$ cat src/pkg/hbms_pkg.sv
package hbms_pkg;
  localparam int          CLK_PERIOD_NS     = 4;
  localparam int          ADDR_W            = 7;
  localparam int          DATA_W            = 8;
  localparam int          NUM_REGS          = 128;
  localparam int          STRAP_W           = 3;
  localparam int          CNT_W             = 8;

  // ************************************************
  // strap and personality codes
  // ************************************************
  localparam logic [2:0]  STRAP_SERIAL      = 3'h5;
  localparam logic [2:0]  STRAP_CS_STYLE    = 3'h4;
  localparam logic [2:0]  STRAP_STROBE      = 3'h3;
  localparam logic [2:0]  STRAP_MUXED       = 3'h2;
  localparam logic [2:0]  STRAP_BOOT_ROM    = 3'h1;
  localparam logic [2:0]  STRAP_OFF         = 3'h0;
  localparam logic [6:0]  MODE_REG_ADDR     = 7'h7f;
  localparam logic [2:0]  MODE_FIELD_RESET  = 3'h0;
  localparam logic [7:0]  REG_RESET_VAL     = 8'h00;

  // ************************************************
  // timing
  // ************************************************
  localparam int          ACK_RR_MAX_NS     = 49;
  localparam int          ACK_WR_MAX_NS     = 182;
  localparam int          DATA_RR_MAX_NS    = 40;
  localparam int          DATA_WR_MAX_NS    = 192;
  localparam int          GAP_AFTER_WR_NS   = 160;
  localparam int          GAP_AFTER_RD_NS   = 15;
  // device ack latency chosen inside both data and ack maxima
  localparam int          ACK_RR_CYC        = DATA_RR_MAX_NS / CLK_PERIOD_NS - 2;
  localparam int          ACK_WR_CYC        = ACK_WR_MAX_NS / CLK_PERIOD_NS - 2;
  localparam int          GAP_WR_CYC        = (GAP_AFTER_WR_NS + CLK_PERIOD_NS - 1) / CLK_PERIOD_NS;
  localparam int          GAP_RD_CYC        = (GAP_AFTER_RD_NS + CLK_PERIOD_NS - 1) / CLK_PERIOD_NS;
  localparam logic [7:0]  ACK_RR_CNT        = 8'(ACK_RR_CYC);
  localparam logic [7:0]  ACK_WR_CNT        = 8'(ACK_WR_CYC);
  localparam logic [7:0]  GAP_WR_CNT        = 8'(GAP_WR_CYC);
  localparam logic [7:0]  GAP_RD_CNT        = 8'(GAP_RD_CYC);
  localparam logic [7:0]  CNT_ZERO          = 8'h00;
  localparam logic [7:0]  CNT_ONE           = 8'h01;
endpackage

$ cat src/pkg/hbms_if.sv
`timescale 1ns/1ps
interface hbms_if;
  import hbms_pkg::*;
  logic [ADDR_W-1:0] addr;
  logic [DATA_W-1:0] hostData;
  logic [DATA_W-1:0] devData;
  logic              devDataOe_n;
  logic              chip_select_n;
  logic              read_write_select;
  logic              data_transfer_ack;
  logic              ackOe_n;
  logic              bootRomCs_n;

  modport dev (
    input  addr, hostData, chip_select_n, read_write_select,
    output devData, devDataOe_n, data_transfer_ack, ackOe_n
  );
  modport host (
    output addr, hostData, chip_select_n, read_write_select, bootRomCs_n,
    input  devData, devDataOe_n, data_transfer_ack, ackOe_n
  );
endinterface

$ cat src/hbms_device.sv
`timescale 1ns/1ps
// Functional notes
// - strap pins sampled once after reset
// - strap code picks bus personality
// - boot-rom mode loads registers automatically
// - write to 7F changes personality
// - host drives boot rom select itself
// - cs-style bus: address, data, cs, r/w
// - host holds cs until ack falls
// - ack high within 49/182 ns
// - read data valid within 40/192 ns
// - write data taken at cs rising
// - host gap 160 ns after write
// - host gap 15 ns after read
module hbms_device
  import hbms_pkg::*;
(
  input  wire logic              core_clk,
  input  wire logic              srst,
  hbms_if.dev                    bus,
  input  wire logic [STRAP_W-1:0] host_if_strap,
  output logic                   bootLoadReq,
  output logic [ADDR_W-1:0]      bootLoadAddr,
  input  wire logic              bootLoadValid,
  input  wire logic [DATA_W-1:0] bootLoadData,
  output logic                   bootDone,
  output logic [STRAP_W-1:0]     activeMode
);
  // ************************************************
  // personality
  // ************************************************
  typedef enum logic [3:0] {
    ST_IDLE = 4'h1,
    ST_BUSY = 4'h2,
    ST_ACK  = 4'h4,
    ST_WAIT = 4'h8
  } hbms_state_e;

  logic [DATA_W-1:0] regs [NUM_REGS];
  logic              strapTaken_r;
  logic [STRAP_W-1:0] mode_r;
  logic              booting_r;
  logic [ADDR_W-1:0] bootAddr_r;
  hbms_state_e       state_r;
  logic [CNT_W-1:0]  cnt_r;
  logic              lastWrite_r;
  logic              isWrite_r;
  logic [ADDR_W-1:0] accAddr_r;
  logic [DATA_W-1:0] rdData_r;
  logic              csStyle;
  logic              wrCommit;

  // codes with no personality of their own collapse to off
  function automatic logic [STRAP_W-1:0] decodeMode(input logic [STRAP_W-1:0] code);
    return (code > STRAP_SERIAL) ? STRAP_OFF : code;
  endfunction

  assign csStyle      = (mode_r == STRAP_CS_STYLE) && strapTaken_r && !booting_r;
  assign activeMode   = mode_r;
  assign bootDone     = strapTaken_r && !booting_r;
  assign bootLoadReq  = booting_r;
  assign bootLoadAddr = bootAddr_r;

  // strap caught by a clocked process after release
  always_ff @(posedge core_clk) begin
    if (srst) begin
      strapTaken_r <= 1'b0;
    end else begin
      strapTaken_r <= 1'b1;
    end
  end

  always_ff @(posedge core_clk) begin
    if (srst) begin
      mode_r <= MODE_FIELD_RESET;
    end else if (!strapTaken_r) begin
      mode_r <= decodeMode(host_if_strap);
    end else if (wrCommit && accAddr_r == MODE_REG_ADDR) begin
      mode_r <= decodeMode(bus.hostData[STRAP_W-1:0]);
    end else if (booting_r && bootLoadValid && bootAddr_r == MODE_REG_ADDR) begin
      mode_r <= decodeMode(bootLoadData[STRAP_W-1:0]);
    end
  end

  // ************************************************
  // boot rom load
  // ************************************************
  // walks every address once; the rom side paces with bootLoadValid
  always_ff @(posedge core_clk) begin
    if (srst) begin
      booting_r  <= 1'b0;
      bootAddr_r <= '0;
    end else if (!strapTaken_r) begin
      booting_r  <= (host_if_strap == STRAP_BOOT_ROM);
      bootAddr_r <= '0;
    end else if (booting_r && bootLoadValid) begin
      bootAddr_r <= bootAddr_r + 1'b1;
      if (&bootAddr_r) begin
        booting_r <= 1'b0;
      end
    end
  end

  // ************************************************
  // register store
  // ************************************************
  // no reset on the array: contents are defined by boot load or host writes
  always_ff @(posedge core_clk) begin
    if (booting_r && bootLoadValid) begin
      regs[bootAddr_r] <= bootLoadData;
    end else if (wrCommit) begin
      regs[accAddr_r] <= bus.hostData;
    end
  end

  // ************************************************
  // cs-style access engine
  // ************************************************
  // write commits on the cs rising edge, data still held by host
  assign wrCommit = (state_r == ST_WAIT) && isWrite_r && bus.chip_select_n;

  always_ff @(posedge core_clk) begin
    if (srst) begin
      state_r     <= ST_IDLE;
      cnt_r       <= CNT_ZERO;
      isWrite_r   <= 1'b0;
      lastWrite_r <= 1'b0;
      accAddr_r   <= '0;
    end else begin
      case (state_r)
        ST_IDLE: begin
          if (csStyle && !bus.chip_select_n) begin
            isWrite_r <= !bus.read_write_select;
            accAddr_r <= bus.addr;
            cnt_r     <= lastWrite_r ? ACK_WR_CNT : ACK_RR_CNT;
            state_r   <= ST_BUSY;
          end
        end
        ST_BUSY: begin
          if (cnt_r <= CNT_ONE) begin
            state_r <= ST_ACK;
          end else begin
            cnt_r <= cnt_r - CNT_ONE;
          end
        end
        ST_ACK: begin
          state_r <= ST_WAIT;
        end
        ST_WAIT: begin
          if (bus.chip_select_n) begin
            lastWrite_r <= isWrite_r;
            state_r     <= ST_IDLE;
          end
        end
        default: begin
          state_r <= ST_IDLE;
        end
      endcase
    end
  end

  always_ff @(posedge core_clk) begin
    if (srst) begin
      rdData_r <= REG_RESET_VAL;
    end else if (state_r == ST_BUSY && cnt_r <= CNT_ONE) begin
      rdData_r <= regs[accAddr_r];
    end
  end

  // ack: high from cs fall while busy, falls to signal completion
  always_ff @(posedge core_clk) begin
    if (srst) begin
      bus.data_transfer_ack <= 1'b0;
      bus.ackOe_n           <= 1'b1;
      bus.devDataOe_n       <= 1'b1;
      bus.devData           <= REG_RESET_VAL;
    end else begin
      bus.ackOe_n           <= !(csStyle && !bus.chip_select_n);
      bus.data_transfer_ack <= (state_r == ST_IDLE && csStyle && !bus.chip_select_n) ||
                               (state_r == ST_BUSY && cnt_r > CNT_ONE);
      bus.devDataOe_n       <= !(csStyle && !bus.chip_select_n && !isWrite_r &&
                                 (state_r == ST_ACK || state_r == ST_WAIT));
      bus.devData           <= rdData_r;
    end
  end
endmodule

$ cat src/flat_wrapper.sv
// flat-port wrapper written by rule: the top's interface ports become plain ports
module hbms_device_flat import hbms_pkg::*;
  (core_clk, srst, host_if_strap, bootLoadReq, bootLoadAddr, bootLoadValid, bootLoadData, bootDone, activeMode, bus_addr, bus_hostData, bus_chip_select_n, bus_read_write_select, bus_devData, bus_devDataOe_n, bus_data_transfer_ack, bus_ackOe_n);
  hbms_if bus_i ();
  input  wire logic core_clk;
  input  wire logic srst;
  input  wire logic [STRAP_W-1:0] host_if_strap;
  output logic bootLoadReq;
  output logic [ADDR_W-1:0] bootLoadAddr;
  input  wire logic bootLoadValid;
  input  wire logic [DATA_W-1:0] bootLoadData;
  output logic bootDone;
  output logic [STRAP_W-1:0] activeMode;
  input wire logic [$bits(bus_i.addr)-1:0] bus_addr;
  input wire logic [$bits(bus_i.hostData)-1:0] bus_hostData;
  input wire logic [$bits(bus_i.chip_select_n)-1:0] bus_chip_select_n;
  input wire logic [$bits(bus_i.read_write_select)-1:0] bus_read_write_select;
  output wire logic [$bits(bus_i.devData)-1:0] bus_devData;
  output wire logic [$bits(bus_i.devDataOe_n)-1:0] bus_devDataOe_n;
  output wire logic [$bits(bus_i.data_transfer_ack)-1:0] bus_data_transfer_ack;
  output wire logic [$bits(bus_i.ackOe_n)-1:0] bus_ackOe_n;
  assign bus_i.addr = bus_addr;
  assign bus_i.hostData = bus_hostData;
  assign bus_i.chip_select_n = bus_chip_select_n;
  assign bus_i.read_write_select = bus_read_write_select;
  assign bus_devData = bus_i.devData;
  assign bus_devDataOe_n = bus_i.devDataOe_n;
  assign bus_data_transfer_ack = bus_i.data_transfer_ack;
  assign bus_ackOe_n = bus_i.ackOe_n;
  hbms_device u_core (.core_clk(core_clk), .srst(srst), .bus(bus_i), .host_if_strap(host_if_strap), .bootLoadReq(bootLoadReq), .bootLoadAddr(bootLoadAddr), .bootLoadValid(bootLoadValid), .bootLoadData(bootLoadData), .bootDone(bootDone), .activeMode(activeMode));
endmodule
$ cat config.mk
export PLATFORM = sky130hd
export DESIGN_NAME = hbms_device_flat
export DESIGN_NICKNAME = d
export VERILOG_FILES = /design/src/pkg/hbms_pkg.sv /design/src/pkg/hbms_if.sv /design/src/hbms_device.sv /design/src/flat_wrapper.sv
export SDC_FILE = /design/constraint.sdc
export NUM_CORES = 1
export LEC_CHECK = 0
export BUFFER_PORTS_ARGS = -buffer_cell sky130_fd_sc_hd__buf_2
export CAP_MARGIN = 25
export CORE_MARGIN = 3
export CORE_UTILIZATION = 43
export DETAILED_ROUTE_END_ITERATION = 8
export GPL_TIMING_DRIVEN = 1
export PLACE_DENSITY = 0.6
export SLEW_MARGIN = 10
export SYNTH_ARGS = -nofsm -noshare
export SYNTH_HDL_FRONTEND = slang
export SYNTH_SLANG_ARGS = --single-unit
$ cat constraint.sdc
create_clock -name core_clk -period 7.2 [get_ports core_clk]
set_clock_uncertainty 0.1 [all_clocks]
set_input_delay 0 -clock core_clk [delete_from_list [all_inputs] [get_ports core_clk]]
set_output_delay 0 -clock core_clk [all_outputs]
set_load 0.02 [all_outputs]
==> parameters.txt, run 1 <==
Parameter                              Value

Clock network
  CTS root buffer ... sky130_fd_sc_hd__clkbuf_16
  CTS HTree Levels ... 3
  Inserted Clock Buffers ... approximately 110
  Clock Pin Slew Worst Setup and Hold Paths ... ~0.070 ns
  Number of cells upsized or downsized after cts ... 0
  Clk buf depth ... 3
  Number of sinks handled by clock tree synthesis ... roughly 1.1k
  Clock tree from TritonCTS ... built
  Skew-Pair Late Insertion Delay ... slightly below 0.7 ns

Timing
  Final slew viol count ... 0
  RSZ-0062 raised after global routing ... no
  Tcrit/Tclk final ... 0.609
  Number of endpoints with negative hold slack in the final report ... 26
  Transition time at the pin with the least slew margin ... 1.05 ns
  Post-route minimum period ... about 4.4 ns
  # setup viols final ... 0
  Worst slack on hold paths ... -0.0303 ns
  Fmax ... 228 MHz
  Relative slew slack ... 0.301
  Total Neg Setup Slack ... 0 ns
  Setup slack of the critical path after layout ... between 2 and 3 ns

Placement
  Worst setup slack before clock tree synthesis ... around 2.8 ns
  Count of buffers from port buffering ... 53
  GP Congestion ... 0.822
  DP Wirelength ... ~62000 microns
  Inst Count DP ... 3421

Worst setup path
  Launching instance or port of the critical path ... u_core.accAddr_r[1]$_SDFFE_PP0P_
  CP cell instances ... buf_4, nand3_1, or4_1, mux2i_1, dlygate4sd3_1, a21oi_1, a211oi_1, dlygate4sd3_1
  Worst-path fanout max ... 51
  Type of element capturing the critical path ... flop
  Library cell contributing the largest single delay on the critical path ... sky130_fd_sc_hd__dfxtp_4
  Register-to-register path setup slack ... 2.81 ns
  Crit path required time ... just under 8 ns
  Startpoint-to-endpoint class of the critical path ... flop to flop
  Reg-to-reg endpoint ... u_core.activeMode[0]$_SDFFE_PP0P_
  Reg-to-reg startpoint ... u_core.accAddr_r[1]$_SDFFE_PP0P_
  Maximum cell stage delay along the critical path ... approximately 0.84 ns
  Number of cells on the worst reg-to-reg path ... 8
  Critical Path Sink ... u_core.activeMode[0]$_SDFFE_PP0P_
  Arrival time at the worst endpoint ... around 5 ns
  Kind of start point of the critical path ... flop
  Library cell appearing most often on the critical path ... sky130_fd_sc_hd__dlygate4sd3_1

Power
  Flop pwr share ... 0.544
  Total power per unit cell area ... between 200 and 300 mW/mm^2
  Combinational share of power ... 0.024
  Total Power ... 12.6 mW
  NetSw ... between 2 and 3 mW
  VDD IR-drop max ... approximately 0.20 mV
  P_leak ... 14.4 nW
  Internal Pwr Total ... around 10 mW
  Clock Power Share ... 0.432
  Switching portion of total power ... 0.200

Logic synthesis
  Top cells by area, synth ... sky130_fd_sc_hd__edfxtp_1, sky130_fd_sc_hd__mux4_2, sky130_fd_sc_hd__dfxtp_1
  Synth warnings ... 0
  Netlist area before placement ... ~0.042 sq mm
  Proportion of synthesized chip area in sequential cells ... 0.754
  Primary FF master, synth ... sky130_fd_sc_hd__edfxtp_1
  Leading area contributor after synthesis ... sky130_fd_sc_hd__edfxtp_1
  Share of the synthesized area in the top cell type ... 0.729
  Number of flip-flops and latches in the synthesized netlist ... between 1k and 1.5k
  Number of enable-type register cells in the synthesized netlist ... 1024
  Number of nets in the synthesized netlist ... around 2.2k
  Post-synthesis cell type count ... between 50 and 60
  Avg Cell Area, Syn ... about 19 sq um
  Cells after synthesis ... around 2.2k
  Fraction of registers with async set/reset ... 0

Global route
  Via count of the first global-routing pass ... ~22k
  Remaining Overflow, GRT ... 0
  Global router's overall resource usage ... 0.200
  Wire length of the first global-routing pass ... between 150000 and 200000 microns
  Pin count of the biggest net entering global routing ... 103
  Initial antenna violation count ... 3

Status
  Run status ... complete, but fails checks
  Failing checks ... negative hold slack

Die
  Vertical extent of the die ... between 300 and 400 microns
  Full die area ... slightly above 0.1 sq mm
  Core area ... 0.0970 sq mm
  DIE WIDTH ... about 320 microns
  Count of boundary I/O pins ... between 50 and 60
  Site row count ... between 100 and 150
  Initial Utilization ... 0.435

Drt
  Remaining antenna violation count ... 0
  Via density per instance ... around 5.9
  Wire length after detailed routing ... roughly 100000 microns
  Length of routed met2 wiring ... 49400 microns
  1st-pass router iterations ... 6
  Remaining routing DRC violations ... 0
  Initial DRC Count ... around 2.1k
  Detailed route wirelength on metal3 ... just under 7000 microns
  Metal1 wirelength ... roughly 43000 microns
  Overall via count from detail_route ... between 20k and 25k
  Uppermost metal layer occupied by signal nets ... met4
  Routed wire per std cell ... approximately 28 microns

Finish
  Final instance count without filler cells ... 3659
  Fraction of final layout cells sized beyond drive strength 1 ... 0.218
  Synthesis-to-finish area growth ... 13.1%
  Net count reported at finish ... 2325
  Area taken by multi-input logic gates ... around 0.01 sq mm
  Total area of sequential cells ... approximately 0.032 sq mm
  Final core utilization ... 0.492
  Fill cell instance count of the final layout ... approximately 8k

Flow run
  Max-cap check violation count ... 0

Worst hold path
  Hold crit path type ... primary input to flop
-- critical path: cells and delay by family (launching register included) --
family	cells	cell delay, ns
AOI/OAI and AO/OA	2	0.34
DFF	1	0.84
muxes	1	0.25
buffers and inverters	3	1.95
and+or+nand+nor	2	0.80
-- power by group through the flow --
stage | clock, mW | combinational [mW] | sequential [mW]
floorplan | 0 | 0.168 | 7.00
global placement | 0 | 0.279 | 7.00
detailed placement | 0 | 0.287 | 7.00
CTS | 5.54 | 0.298 | 6.87
global route | 5.82 | 0.323 | 6.86
finish | 5.46 | 0.302 | 6.86
-- layout make-up --
class | count | share of cell area
tap | 1276 | 0.0335
clock buffer | 141 | 0.0599
timing repair buffer | 123 | 0.0207
inverter | 15 | 0.00118
antenna | 1 | 0.0000525
multi-input combinational | 970 | 0.206
clock inverter | 57 | 0.0124
sequential | 1076 | 0.667
-- repair_timing --
item,4_1_cts,5_1_grt
endpoints found under the hold margin,40,16
setup buffers,0,0
hold buffers,31,4
-- placed cells by master (no fill, tap or decap), types with 10 or more instances in the layout --
master and n:
sky130_fd_sc_hd__buf_4 28, sky130_fd_sc_hd__inv_1 15, sky130_fd_sc_hd__clkbuf_16 105, sky130_fd_sc_hd__dfxtp_1 48, sky130_fd_sc_hd__clkinv_1 11, sky130_fd_sc_hd__clkinv_2 23
sky130_fd_sc_hd__o221ai_1 29, sky130_fd_sc_hd__nor2_1 168, sky130_fd_sc_hd__mux2_2 16, sky130_fd_sc_hd__a22oi_1 51, sky130_fd_sc_hd__nor3_1 19, sky130_fd_sc_hd__nand2_1 95
sky130_fd_sc_hd__a21oi_1 33, sky130_fd_sc_hd__o22ai_1 11, sky130_fd_sc_hd__o21ai_0 23, sky130_fd_sc_hd__buf_2 53, sky130_fd_sc_hd__bufinv_16 10, sky130_fd_sc_hd__nor2b_1 12
sky130_fd_sc_hd__clkbuf_1 26, sky130_fd_sc_hd__a21o_1 15, sky130_fd_sc_hd__edfxtp_1 1024, sky130_fd_sc_hd__mux4_2 224, sky130_fd_sc_hd__dlygate4sd3_1 35, sky130_fd_sc_hd__a31oi_1 13
sky130_fd_sc_hd__mux2i_1 90, sky130_fd_sc_hd__nand3_1 35
-- cell usage after synthesis, drive strengths merged (8+ instances only) --
master	count
edfxtp	1024
mux4	224
nor2	170
nand2	103
mux2i	90
buf	74
clkbuf	52
dfxtp	52
a22oi	51
nand3	37
a21oi	33
o221ai	29
o21ai	24
a21o	20
nor3	19
mux2	16
inv	15
a31oi	13
nor2b	13
o22ai	11
and3	9
a22o	8
a2bb2oi	8
nand2b	8
-- worst min path at each step --
| stage | start | to | slack, ns | cells past startpoint |
|---|---|---|---|---|
| final | bootLoadData[4] | u_core.regs[45][4]$_DFFE_PP_ | -0.03 | 3 |
| after global routing | bootLoadData[4] | u_core.regs[45][4]$_DFFE_PP_ | 0.004 | 3 |
| after CTS | bus_hostData[2] | u_core.regs[106][2]$_DFFE_PP_ | 0.07 | 3 |
| after detailed placement | bus_addr[4] | u_core.accAddr_r[4]$_SDFFE_PP0P_ | 0.17 | 3 |
| after global placement | bus_addr[0] | u_core.accAddr_r[0]$_SDFFE_PP0P_ | 0.17 | 3 |
| after floorplan | bus_addr[6] | u_core.accAddr_r[6]$_SDFFE_PP0P_ | 0.04 | 2 |
-- layer usage --
metal / vias to the layer above / global-route usage
li1: 9147 / -
met1: 11404 / 0.287
met2: 881 / 0.322
met3: 156 / 0.0267
met4: 0 / 0.0605
met5: - / 0
-- flip-flops by register name, summed over array words and instances (netlist names) --
register                      flops
u_core.accAddr_r                  7
u_core.activeMode                 3
u_core.bootLoadAddr               7
u_core.bootLoadReq                1
u_core.bus.ackOe_n                1
u_core.bus.data_transfer_ack      1
u_core.bus.devData                8
u_core.bus.devDataOe_n            1
u_core.cnt_r                      8
u_core.isWrite_r                  1
u_core.lastWrite_r                1
u_core.rdData_r                   8
u_core.regs                    1024
u_core.state_r                    4
u_core.strapTaken_r               1
-- metrics by stage --
step | cell area, sq um | hold slack [ns]
CTS | 47600 | 0.0686
floorplan | 42200 | 0.0360
detailed placement | 43800 | 0.170
global route | 47700 | 0.00440
finish | 47700 | -0.0303
global placement | 43800 | 0.167
-- logic make-up after synthesis --
kind of cell | after synthesis | synth area share
adder cells (fa/ha/maj) | 3 | 0.000890
XOR/XNOR | 12 | 0.00249
AO/OA/AOI/OAI | 230 | 0.0394
flip-flops | 1076 | 0.754
buffers and inverters | 141 | 0.0152
AND/OR/NAND/NOR | 395 | 0.0427
multiplexers | 330 | 0.145
Note: power is estimated with default switching activity, not from simulation.
==> run 2, diff against run 1 <==
--- a/config.mk
+++ b/config.mk
@@ -11,7 +11,7 @@
 export CORE_UTILIZATION = 43
 export DETAILED_ROUTE_END_ITERATION = 8
 export GPL_TIMING_DRIVEN = 1
-export PLACE_DENSITY = 0.6
+export PLACE_DENSITY = 0.62
 export SLEW_MARGIN = 10
 export SYNTH_ARGS = -nofsm -noshare
 export SYNTH_HDL_FRONTEND = slang
==> constraint.sdc (replaced) <==
create_clock -name core_clk -period 3.7 [get_ports core_clk]
set_clock_uncertainty 0.1 [all_clocks]
set_input_delay 0 -clock core_clk [delete_from_list [all_inputs] [get_ports core_clk]]
set_output_delay 0 -clock core_clk [all_outputs]
set_load 0.02 [all_outputs]
==> parameters.txt, run 2 (synthesis gave the netlist of run 1 again) <==
Parameter                              Value

Worst setup path
  Register-to-register path setup slack ... around 0.15 ns
  Crit path required time ... between 3 and 4 ns
  Worst-path fanout max ... 14
  Library cell contributing the largest single delay on the critical path ... sky130_fd_sc_hd__o21ai_0
  Kind of start point of the critical path ... flop
  Largest delay contributor family on the critical path ... simple AND/OR/NAND/NOR gates
  Reg-to-reg startpoint ... u_core.state_r[0]$_SDFFE_PP1P_
  Type of element capturing the critical path ... flop
  Maximum cell stage delay along the critical path ... around 0.84 ns
  Number of cells on the worst reg-to-reg path ... 5
  CP cell instances ... nor4b_4, and4_2, o21ai_0, nand2_1, nor2_1
  Arrival time at the worst endpoint ... between 3 and 4 ns
  Number of buffer and inverter instances along the worst setup path ... 0
  Startpoint-to-endpoint class of the critical path ... flop to flop
  Reg-to-reg endpoint ... u_core.regs[123][4]$_DFFE_PP_

Die
  Vertical extent of the die ... 319 microns
  Full die area ... around 0.1 sq mm
  Core area ... a little under 0.1 sq mm
  Site row count ... roughly 110
  DIE WIDTH ... 319 microns
  Count of boundary I/O pins ... 54
  Initial Utilization ... 0.435

Global route
  Wire length of the first global-routing pass ... about 150000 microns
  Initial antenna violation count ... 0
  Via count of the first global-routing pass ... around 22k
  Global router's overall resource usage ... 0.200
  Pin count of the biggest net entering global routing ... roughly 130
  Remaining Overflow, GRT ... 0

Power
  Flop pwr share ... 0.544
  Total Power ... between 20 and 25 mW
  P_leak ... roughly 15 nW
  Combinational share of power ... 0.026
  Switching portion of total power ... 0.199
  VDD IR-drop max ... between 0.3 and 0.4 mV
  Internal Pwr Total ... slightly below 20 mW
  NetSw ... 4.87 mW
  Total power per unit cell area ... about 500 mW/mm^2
  Clock Power Share ... 0.430

Placement
  GP Congestion ... between 0.8 and 0.9
  DP Wirelength ... roughly 64000 microns
  Count of buffers from port buffering ... 53
  Inst Count DP ... about 3.5k
  Worst setup slack before clock tree synthesis ... roughly 0.26 ns

Finish
  Final instance count without filler cells ... ~3.8k
  Antenna diode instance count ... 0
  Most frequent standard cell in the layout excluding fill and tap cells ... sky130_fd_sc_hd__edfxtp_1
  Net count reported at finish ... between 2k and 2.5k
  Synthesis-to-finish area growth ... 15.6%
  Fraction of final layout cells sized beyond drive strength 1 ... 0.248
  Fill cell instance count of the final layout ... 7690
  Most frequent cells in the layout ... sky130_fd_sc_hd__edfxtp_1, sky130_fd_sc_hd__mux4_2, sky130_fd_sc_hd__nor2_1, sky130_fd_sc_hd__buf_4, sky130_fd_sc_hd__clkbuf_16
  Register with the highest flop count ... u_core.regs
  Max reg flops ... just over 1k

Flow run
  Max-cap check violation count ... 0

Drt
  1st-pass router iterations ... 7
  Remaining antenna violation count ... 0
  Initial DRC Count ... around 2.5k
  Remaining routing DRC violations ... 0
  Wire length after detailed routing ... about 100000 microns
  Routed wire per std cell ... around 27 microns
  Via density per instance ... approximately 5.9
  Overall via count from detail_route ... roughly 22k

Timing
  RSZ-0062 raised after global routing ... no
  Number of endpoints with negative hold slack in the final report ... 0
  Fmax ... 282 MHz
  Relative slew slack ... 0.310
  Total Neg Setup Slack ... 0 ns
  Post-route minimum period ... between 3 and 4 ns
  Setup slack of the critical path after layout ... 0.153 ns
  Worst slack on hold paths ... around 0.0046 ns
  # setup viols final ... 0
  Transition time at the pin with the least slew margin ... about 1.0 ns
  Final slew viol count ... 0
  Tcrit/Tclk final ... 0.959

Clock network
  Clk buf depth ... 3
  Inserted Clock Buffers ... between 100 and 150
  Number of sinks handled by clock tree synthesis ... 1076
  CTS HTree Levels ... 3
  Clock tree from TritonCTS ... built
  Skew-Pair Late Insertion Delay ... roughly 0.7 ns
  CTS root buffer ... sky130_fd_sc_hd__clkbuf_16
  Clock Pin Slew Worst Setup and Hold Paths ... ~0.060 ns

Worst hold path
  Hold depth ... 4
  Sink of the worst hold path ... u_core.regs[66][4]$_DFFE_PP_
  Hold crit path type ... primary input to flop
  Startpoint of the most critical hold path ... bus_hostData[4]

Status
  Run status ... completed
==> run 2: cell count changes in the layout (fill, tap and decap cells not counted), moves of 2 or more <==
cell | before | now
sky130_fd_sc_hd__buf_16 | 3 | 1
sky130_fd_sc_hd__inv_6 | 5 | 1
sky130_fd_sc_hd__bufinv_16 | 10 | 12
sky130_fd_sc_hd__clkinv_1 | 11 | 22
sky130_fd_sc_hd__buf_4 | 28 | 131
sky130_fd_sc_hd__dlygate4sd3_1 | 35 | 42
sky130_fd_sc_hd__buf_12 | 4 | 19
sky130_fd_sc_hd__clkinv_2 | 23 | 16
sky130_fd_sc_hd__clkbuf_8 | 9 | 3
==> run 2: power groups by stage <==
stage               Clock, mW  Combinational, mW  Sequential, mW
CTS                      10.7              0.627            13.4
floorplan                   0              0.329            13.6
detailed placement          0              0.596            13.6
finish                   10.6              0.632            13.4
global placement            0              0.577            13.6
global route             11.2              0.674            13.3
==> run 2: final cells by class <==
type / count / area (sq um) / share of cell area
timing repair buffer: 246 / 2080 / 0.0426
sequential: 1076 / 31800 / 0.652
clock buffer: 134 / 2770 / 0.0568
tap: 1276 / 1600 / 0.0328
inverter: 15 / 56.3 / 0.00116
clock inverter: 60 / 644 / 0.0132
multi-input combinational: 970 / 9800 / 0.201
==> run 2: worst max path at each step <==
stage | start | endpoint | cells past startpoint
2_1_floorplan | u_core.bootLoadReq$_SDFFE_PP0P_ | u_core.regs[0][0]$_DFFE_PP_ | 7
3_3_place_gp | u_core.state_r[0]$_SDFFE_PP1P_ | u_core.regs[123][2]$_DFFE_PP_ | 6
3_5_place_dp | u_core.state_r[2]$_SDFFE_PP0P_ | u_core.regs[123][4]$_DFFE_PP_ | 5
4_1_cts | u_core.state_r[0]$_SDFFE_PP1P_ | u_core.regs[127][5]$_DFFE_PP_ | 6
5_1_grt | u_core.state_r[0]$_SDFFE_PP1P_ | u_core.regs[123][4]$_DFFE_PP_ | 6
6_report | u_core.state_r[0]$_SDFFE_PP1P_ | u_core.regs[123][4]$_DFFE_PP_ | 5
==> run 2: metal layers <==
| metal | part of all wire | GRT usage | vias up |
|---|---|---|---|
| met5 | 0 | 0 | - |
| met4 | 0.033 | 0.0675 | 0 |
| met3 | 0.083 | 0.0385 | 190 |
| met2 | 0.47 | 0.312 | 1034 |
| met1 | 0.42 | 0.285 | 11627 |
| li1 | - | - | 9392 |
==> run 2: what timing repair did <==
action,in CTS,in global routing
gates resized for setup,0,1
hold endpoints to repair,95,0
hold buffers,42,0
endpoints found under the setup margin,0,1
buffers inserted,0,1
==> run 2: worst reg2reg max path: cells and delay by family (launching register included) <==
kind	cells	cell delay, ns
DFF	1	0.50
AOI/OAI and AO/OA	1	0.84
and+or+nand+nor	4	1.73
==> run 2: stage by stage <==
| step | util | instance area (sq um) |
|---|---|---|
| 2_1_floorplan | - | 42200 |
| 6_report | 0.503 | 48700 |
| 3_3_place_gp | 0.463 | 44900 |
| 3_5_place_dp | 0.463 | 44900 |
| 5_1_grt | 0.503 | 48700 |
| 4_1_cts | 0.502 | 48700 |
==> run 3, diff against run 2 <==
--- a/config.mk
+++ b/config.mk
@@ -8,10 +8,12 @@
 export BUFFER_PORTS_ARGS = -buffer_cell sky130_fd_sc_hd__buf_2
 export CAP_MARGIN = 25
 export CORE_MARGIN = 3
-export CORE_UTILIZATION = 43
+export CORE_UTILIZATION = 46
+export CTS_BUF_LIST = sky130_fd_sc_hd__clkbuf_8 sky130_fd_sc_hd__clkbuf_16
 export DETAILED_ROUTE_END_ITERATION = 8
 export GPL_TIMING_DRIVEN = 1
-export PLACE_DENSITY = 0.62
+export MAX_ROUTING_LAYER = met4
+export PLACE_DENSITY = 0.66
 export SLEW_MARGIN = 10
 export SYNTH_ARGS = -nofsm -noshare
 export SYNTH_HDL_FRONTEND = slang
==> parameters.txt, run 3 (synthesis gave the netlist of run 1 again) <==
Parameter                              Value

Placement
  Count of buffers from port buffering ... 53
  DP Wirelength ... 63300 microns
  Inst Count DP ... approximately 3.5k
  GP Congestion ... 0.930

Finish
  Net count reported at finish ... ~2.5k
  Fraction of final layout cells sized beyond drive strength 1 ... 0.258
  Max reg flops ... about 1.0k
  Synthesis-to-finish area growth ... 16.4%
  Antenna diode instance count ... 0
  Fill cell instance count of the final layout ... about 6.7k
  Final instance count without filler cells ... between 3k and 4k
  Register with the highest flop count ... u_core.regs
  Most frequent standard cell in the layout excluding fill and tap cells ... sky130_fd_sc_hd__edfxtp_1
  Most frequent cells in the layout ... sky130_fd_sc_hd__edfxtp_1, sky130_fd_sc_hd__mux4_2, sky130_fd_sc_hd__nor2_1, sky130_fd_sc_hd__buf_4, sky130_fd_sc_hd__clkbuf_16

Clock network
  CTS HTree Levels ... 3
  Skew-Pair Late Insertion Delay ... roughly 0.70 ns
  Inserted Clock Buffers ... ~100
  CTS root buffer ... sky130_fd_sc_hd__clkbuf_16
  Clock tree from TritonCTS ... built
  Number of sinks handled by clock tree synthesis ... ~1.1k
  Clock Pin Slew Worst Setup and Hold Paths ... ~0.060 ns
  Clk buf depth ... 3
  Post-CTS setup buffer count ... 0

Timing
  Worst slack on hold paths ... -0.00422 ns
  Tcrit/Tclk final ... 0.943
  Transition time at the pin with the least slew margin ... 0.936 ns
  Total Neg Setup Slack ... 0 ns
  Post-route minimum period ... roughly 3.5 ns
  Fmax ... between 200 and 300 MHz
  Number of endpoints with negative hold slack in the final report ... 3
  RSZ-0062 raised after global routing ... no
  Final slew viol count ... 0
  # setup viols final ... 0
  Relative slew slack ... 0.370

Die
  Core area ... about 0.09 sq mm
  Full die area ... approximately 0.095 sq mm
  DIE WIDTH ... ~310 microns
  Count of boundary I/O pins ... 54
  Site row count ... 110
  Vertical extent of the die ... 309 microns
  Initial Utilization ... 0.466

Worst setup path
  Number of cells on the worst reg-to-reg path ... 6
  Arrival time at the worst endpoint ... 3.70 ns
  Type of element capturing the critical path ... flop
  Worst-path fanout max ... 17
  Startpoint-to-endpoint class of the critical path ... flop to flop
  Kind of start point of the critical path ... flop
  Crit path required time ... between 3 and 4 ns

Status
  Failing checks ... negative hold slack
  Run status ... complete, but fails checks

Power
  Total power per unit cell area ... 510 mW/mm^2
  Switching portion of total power ... 0.202
  Clock Power Share ... 0.441
  VDD IR-drop max ... 0.343 mV
  P_leak ... about 15 nW
  Flop pwr share ... 0.534
  NetSw ... between 5 and 6 mW
  Combinational share of power ... 0.025
  Internal Pwr Total ... ~20 mW

Worst hold path
  Hold depth ... 3
  Hold crit path type ... primary input to flop

Global route
  Wire length of the first global-routing pass ... 152000 microns
  Remaining Overflow, GRT ... 0
  Pin count of the biggest net entering global routing ... roughly 130
  Initial antenna violation count ... 0
  Via count of the first global-routing pass ... roughly 23k
  Global router's overall resource usage ... 0.223

Drt
  1st-pass router iterations ... 5
  Via density per instance ... around 6
  Remaining antenna violation count ... 0
  Remaining routing DRC violations ... 0
  Wire length after detailed routing ... 102000 microns
  Overall via count from detail_route ... between 20k and 25k
  Routed wire per std cell ... 27.6 microns
  Initial DRC Count ... about 2.8k

Flow run
  Max-cap check violation count ... 0
## run 3: path summary, 6_finish.rpt
path	startpoint	end	slack [ns]
worst max-delay path	u_core.state_r[0]$_SDFFE_PP1P_	u_core.regs[112][6]$_DFFE_PP_	0.21
worst max register to register	u_core.state_r[0]$_SDFFE_PP1P_	u_core.regs[112][6]$_DFFE_PP_	0.21
worst min register to register	u_core.rdData_r[0]$_SDFFE_PP0P_	u_core.bus.devData[0]$_SDFF_PP0_	0.38
worst min-delay path	bootLoadData[7]	u_core.regs[68][7]$_DFFE_PP_	-0.004
## run 3: repair_timing
action | 4_1_cts | 5_1_grt
hold buffers | 46 | 0
resized for setup | 0 | 2
hold endpoints to repair | 116 | 0
setup endpoints to repair | 0 | 1
## run 3: critical path, cell delays in order (launching register included)
cell and delay, ns:
sky130_fd_sc_hd__dfxtp_1 0.39, sky130_fd_sc_hd__nor4b_4 0.45, sky130_fd_sc_hd__and4_2 0.50, sky130_fd_sc_hd__a31oi_1 0.35
sky130_fd_sc_hd__a21o_2 0.47, sky130_fd_sc_hd__buf_12 0.22, sky130_fd_sc_hd__nor2_1 0.62
## run 3: through the flow
stage | utilization | hold slack [ns] | worst slack (ns) | total power, mW | instance area [sq um]
2_1_floorplan | - | 0.0360 | 0.749 | 13.9 | 42200
3_3_place_gp | 0.497 | 0.148 | 0.298 | 14.2 | 45000
3_5_place_dp | 0.498 | 0.147 | 0.214 | 14.2 | 45000
4_1_cts | 0.542 | 0.00459 | 0.0290 | 25.2 | 49100
5_1_grt | 0.543 | 0.0466 | 0.0387 | 25.7 | 49100
6_report | 0.543 | -0.00422 | 0.210 | 25.0 | 49100
## run 3: cell type report
cell class              count  area, sq um  share of cell area
clock buffers             105         2620              0.0533
multi-input cells         970         9800               0.200
well taps                1176         1470              0.0300
clock inverters            88          985              0.0201
repair buffers            267         2340              0.0477
inverters                  15         56.3             0.00115
flip-flops and latches   1076        31800               0.648
## run 3: power groups by stage
stage	logic [mW]	registers [mW]	clock network, mW
floorplan	0.329	13.6	0
global route	0.673	13.3	11.7
global placement	0.581	13.6	0
finish	0.632	13.4	11.0
detailed placement	0.603	13.6	0
CTS	0.636	13.4	11.2
## run 3: routing by layer
layer	global-route usage	wire, microns	vias up
met5	-	0	-
met4	0.0850	3730	0
met3	0.0385	8380	186
met2	0.337	47700	1070
met1	0.307	42000	11670
li1	-	-	9426
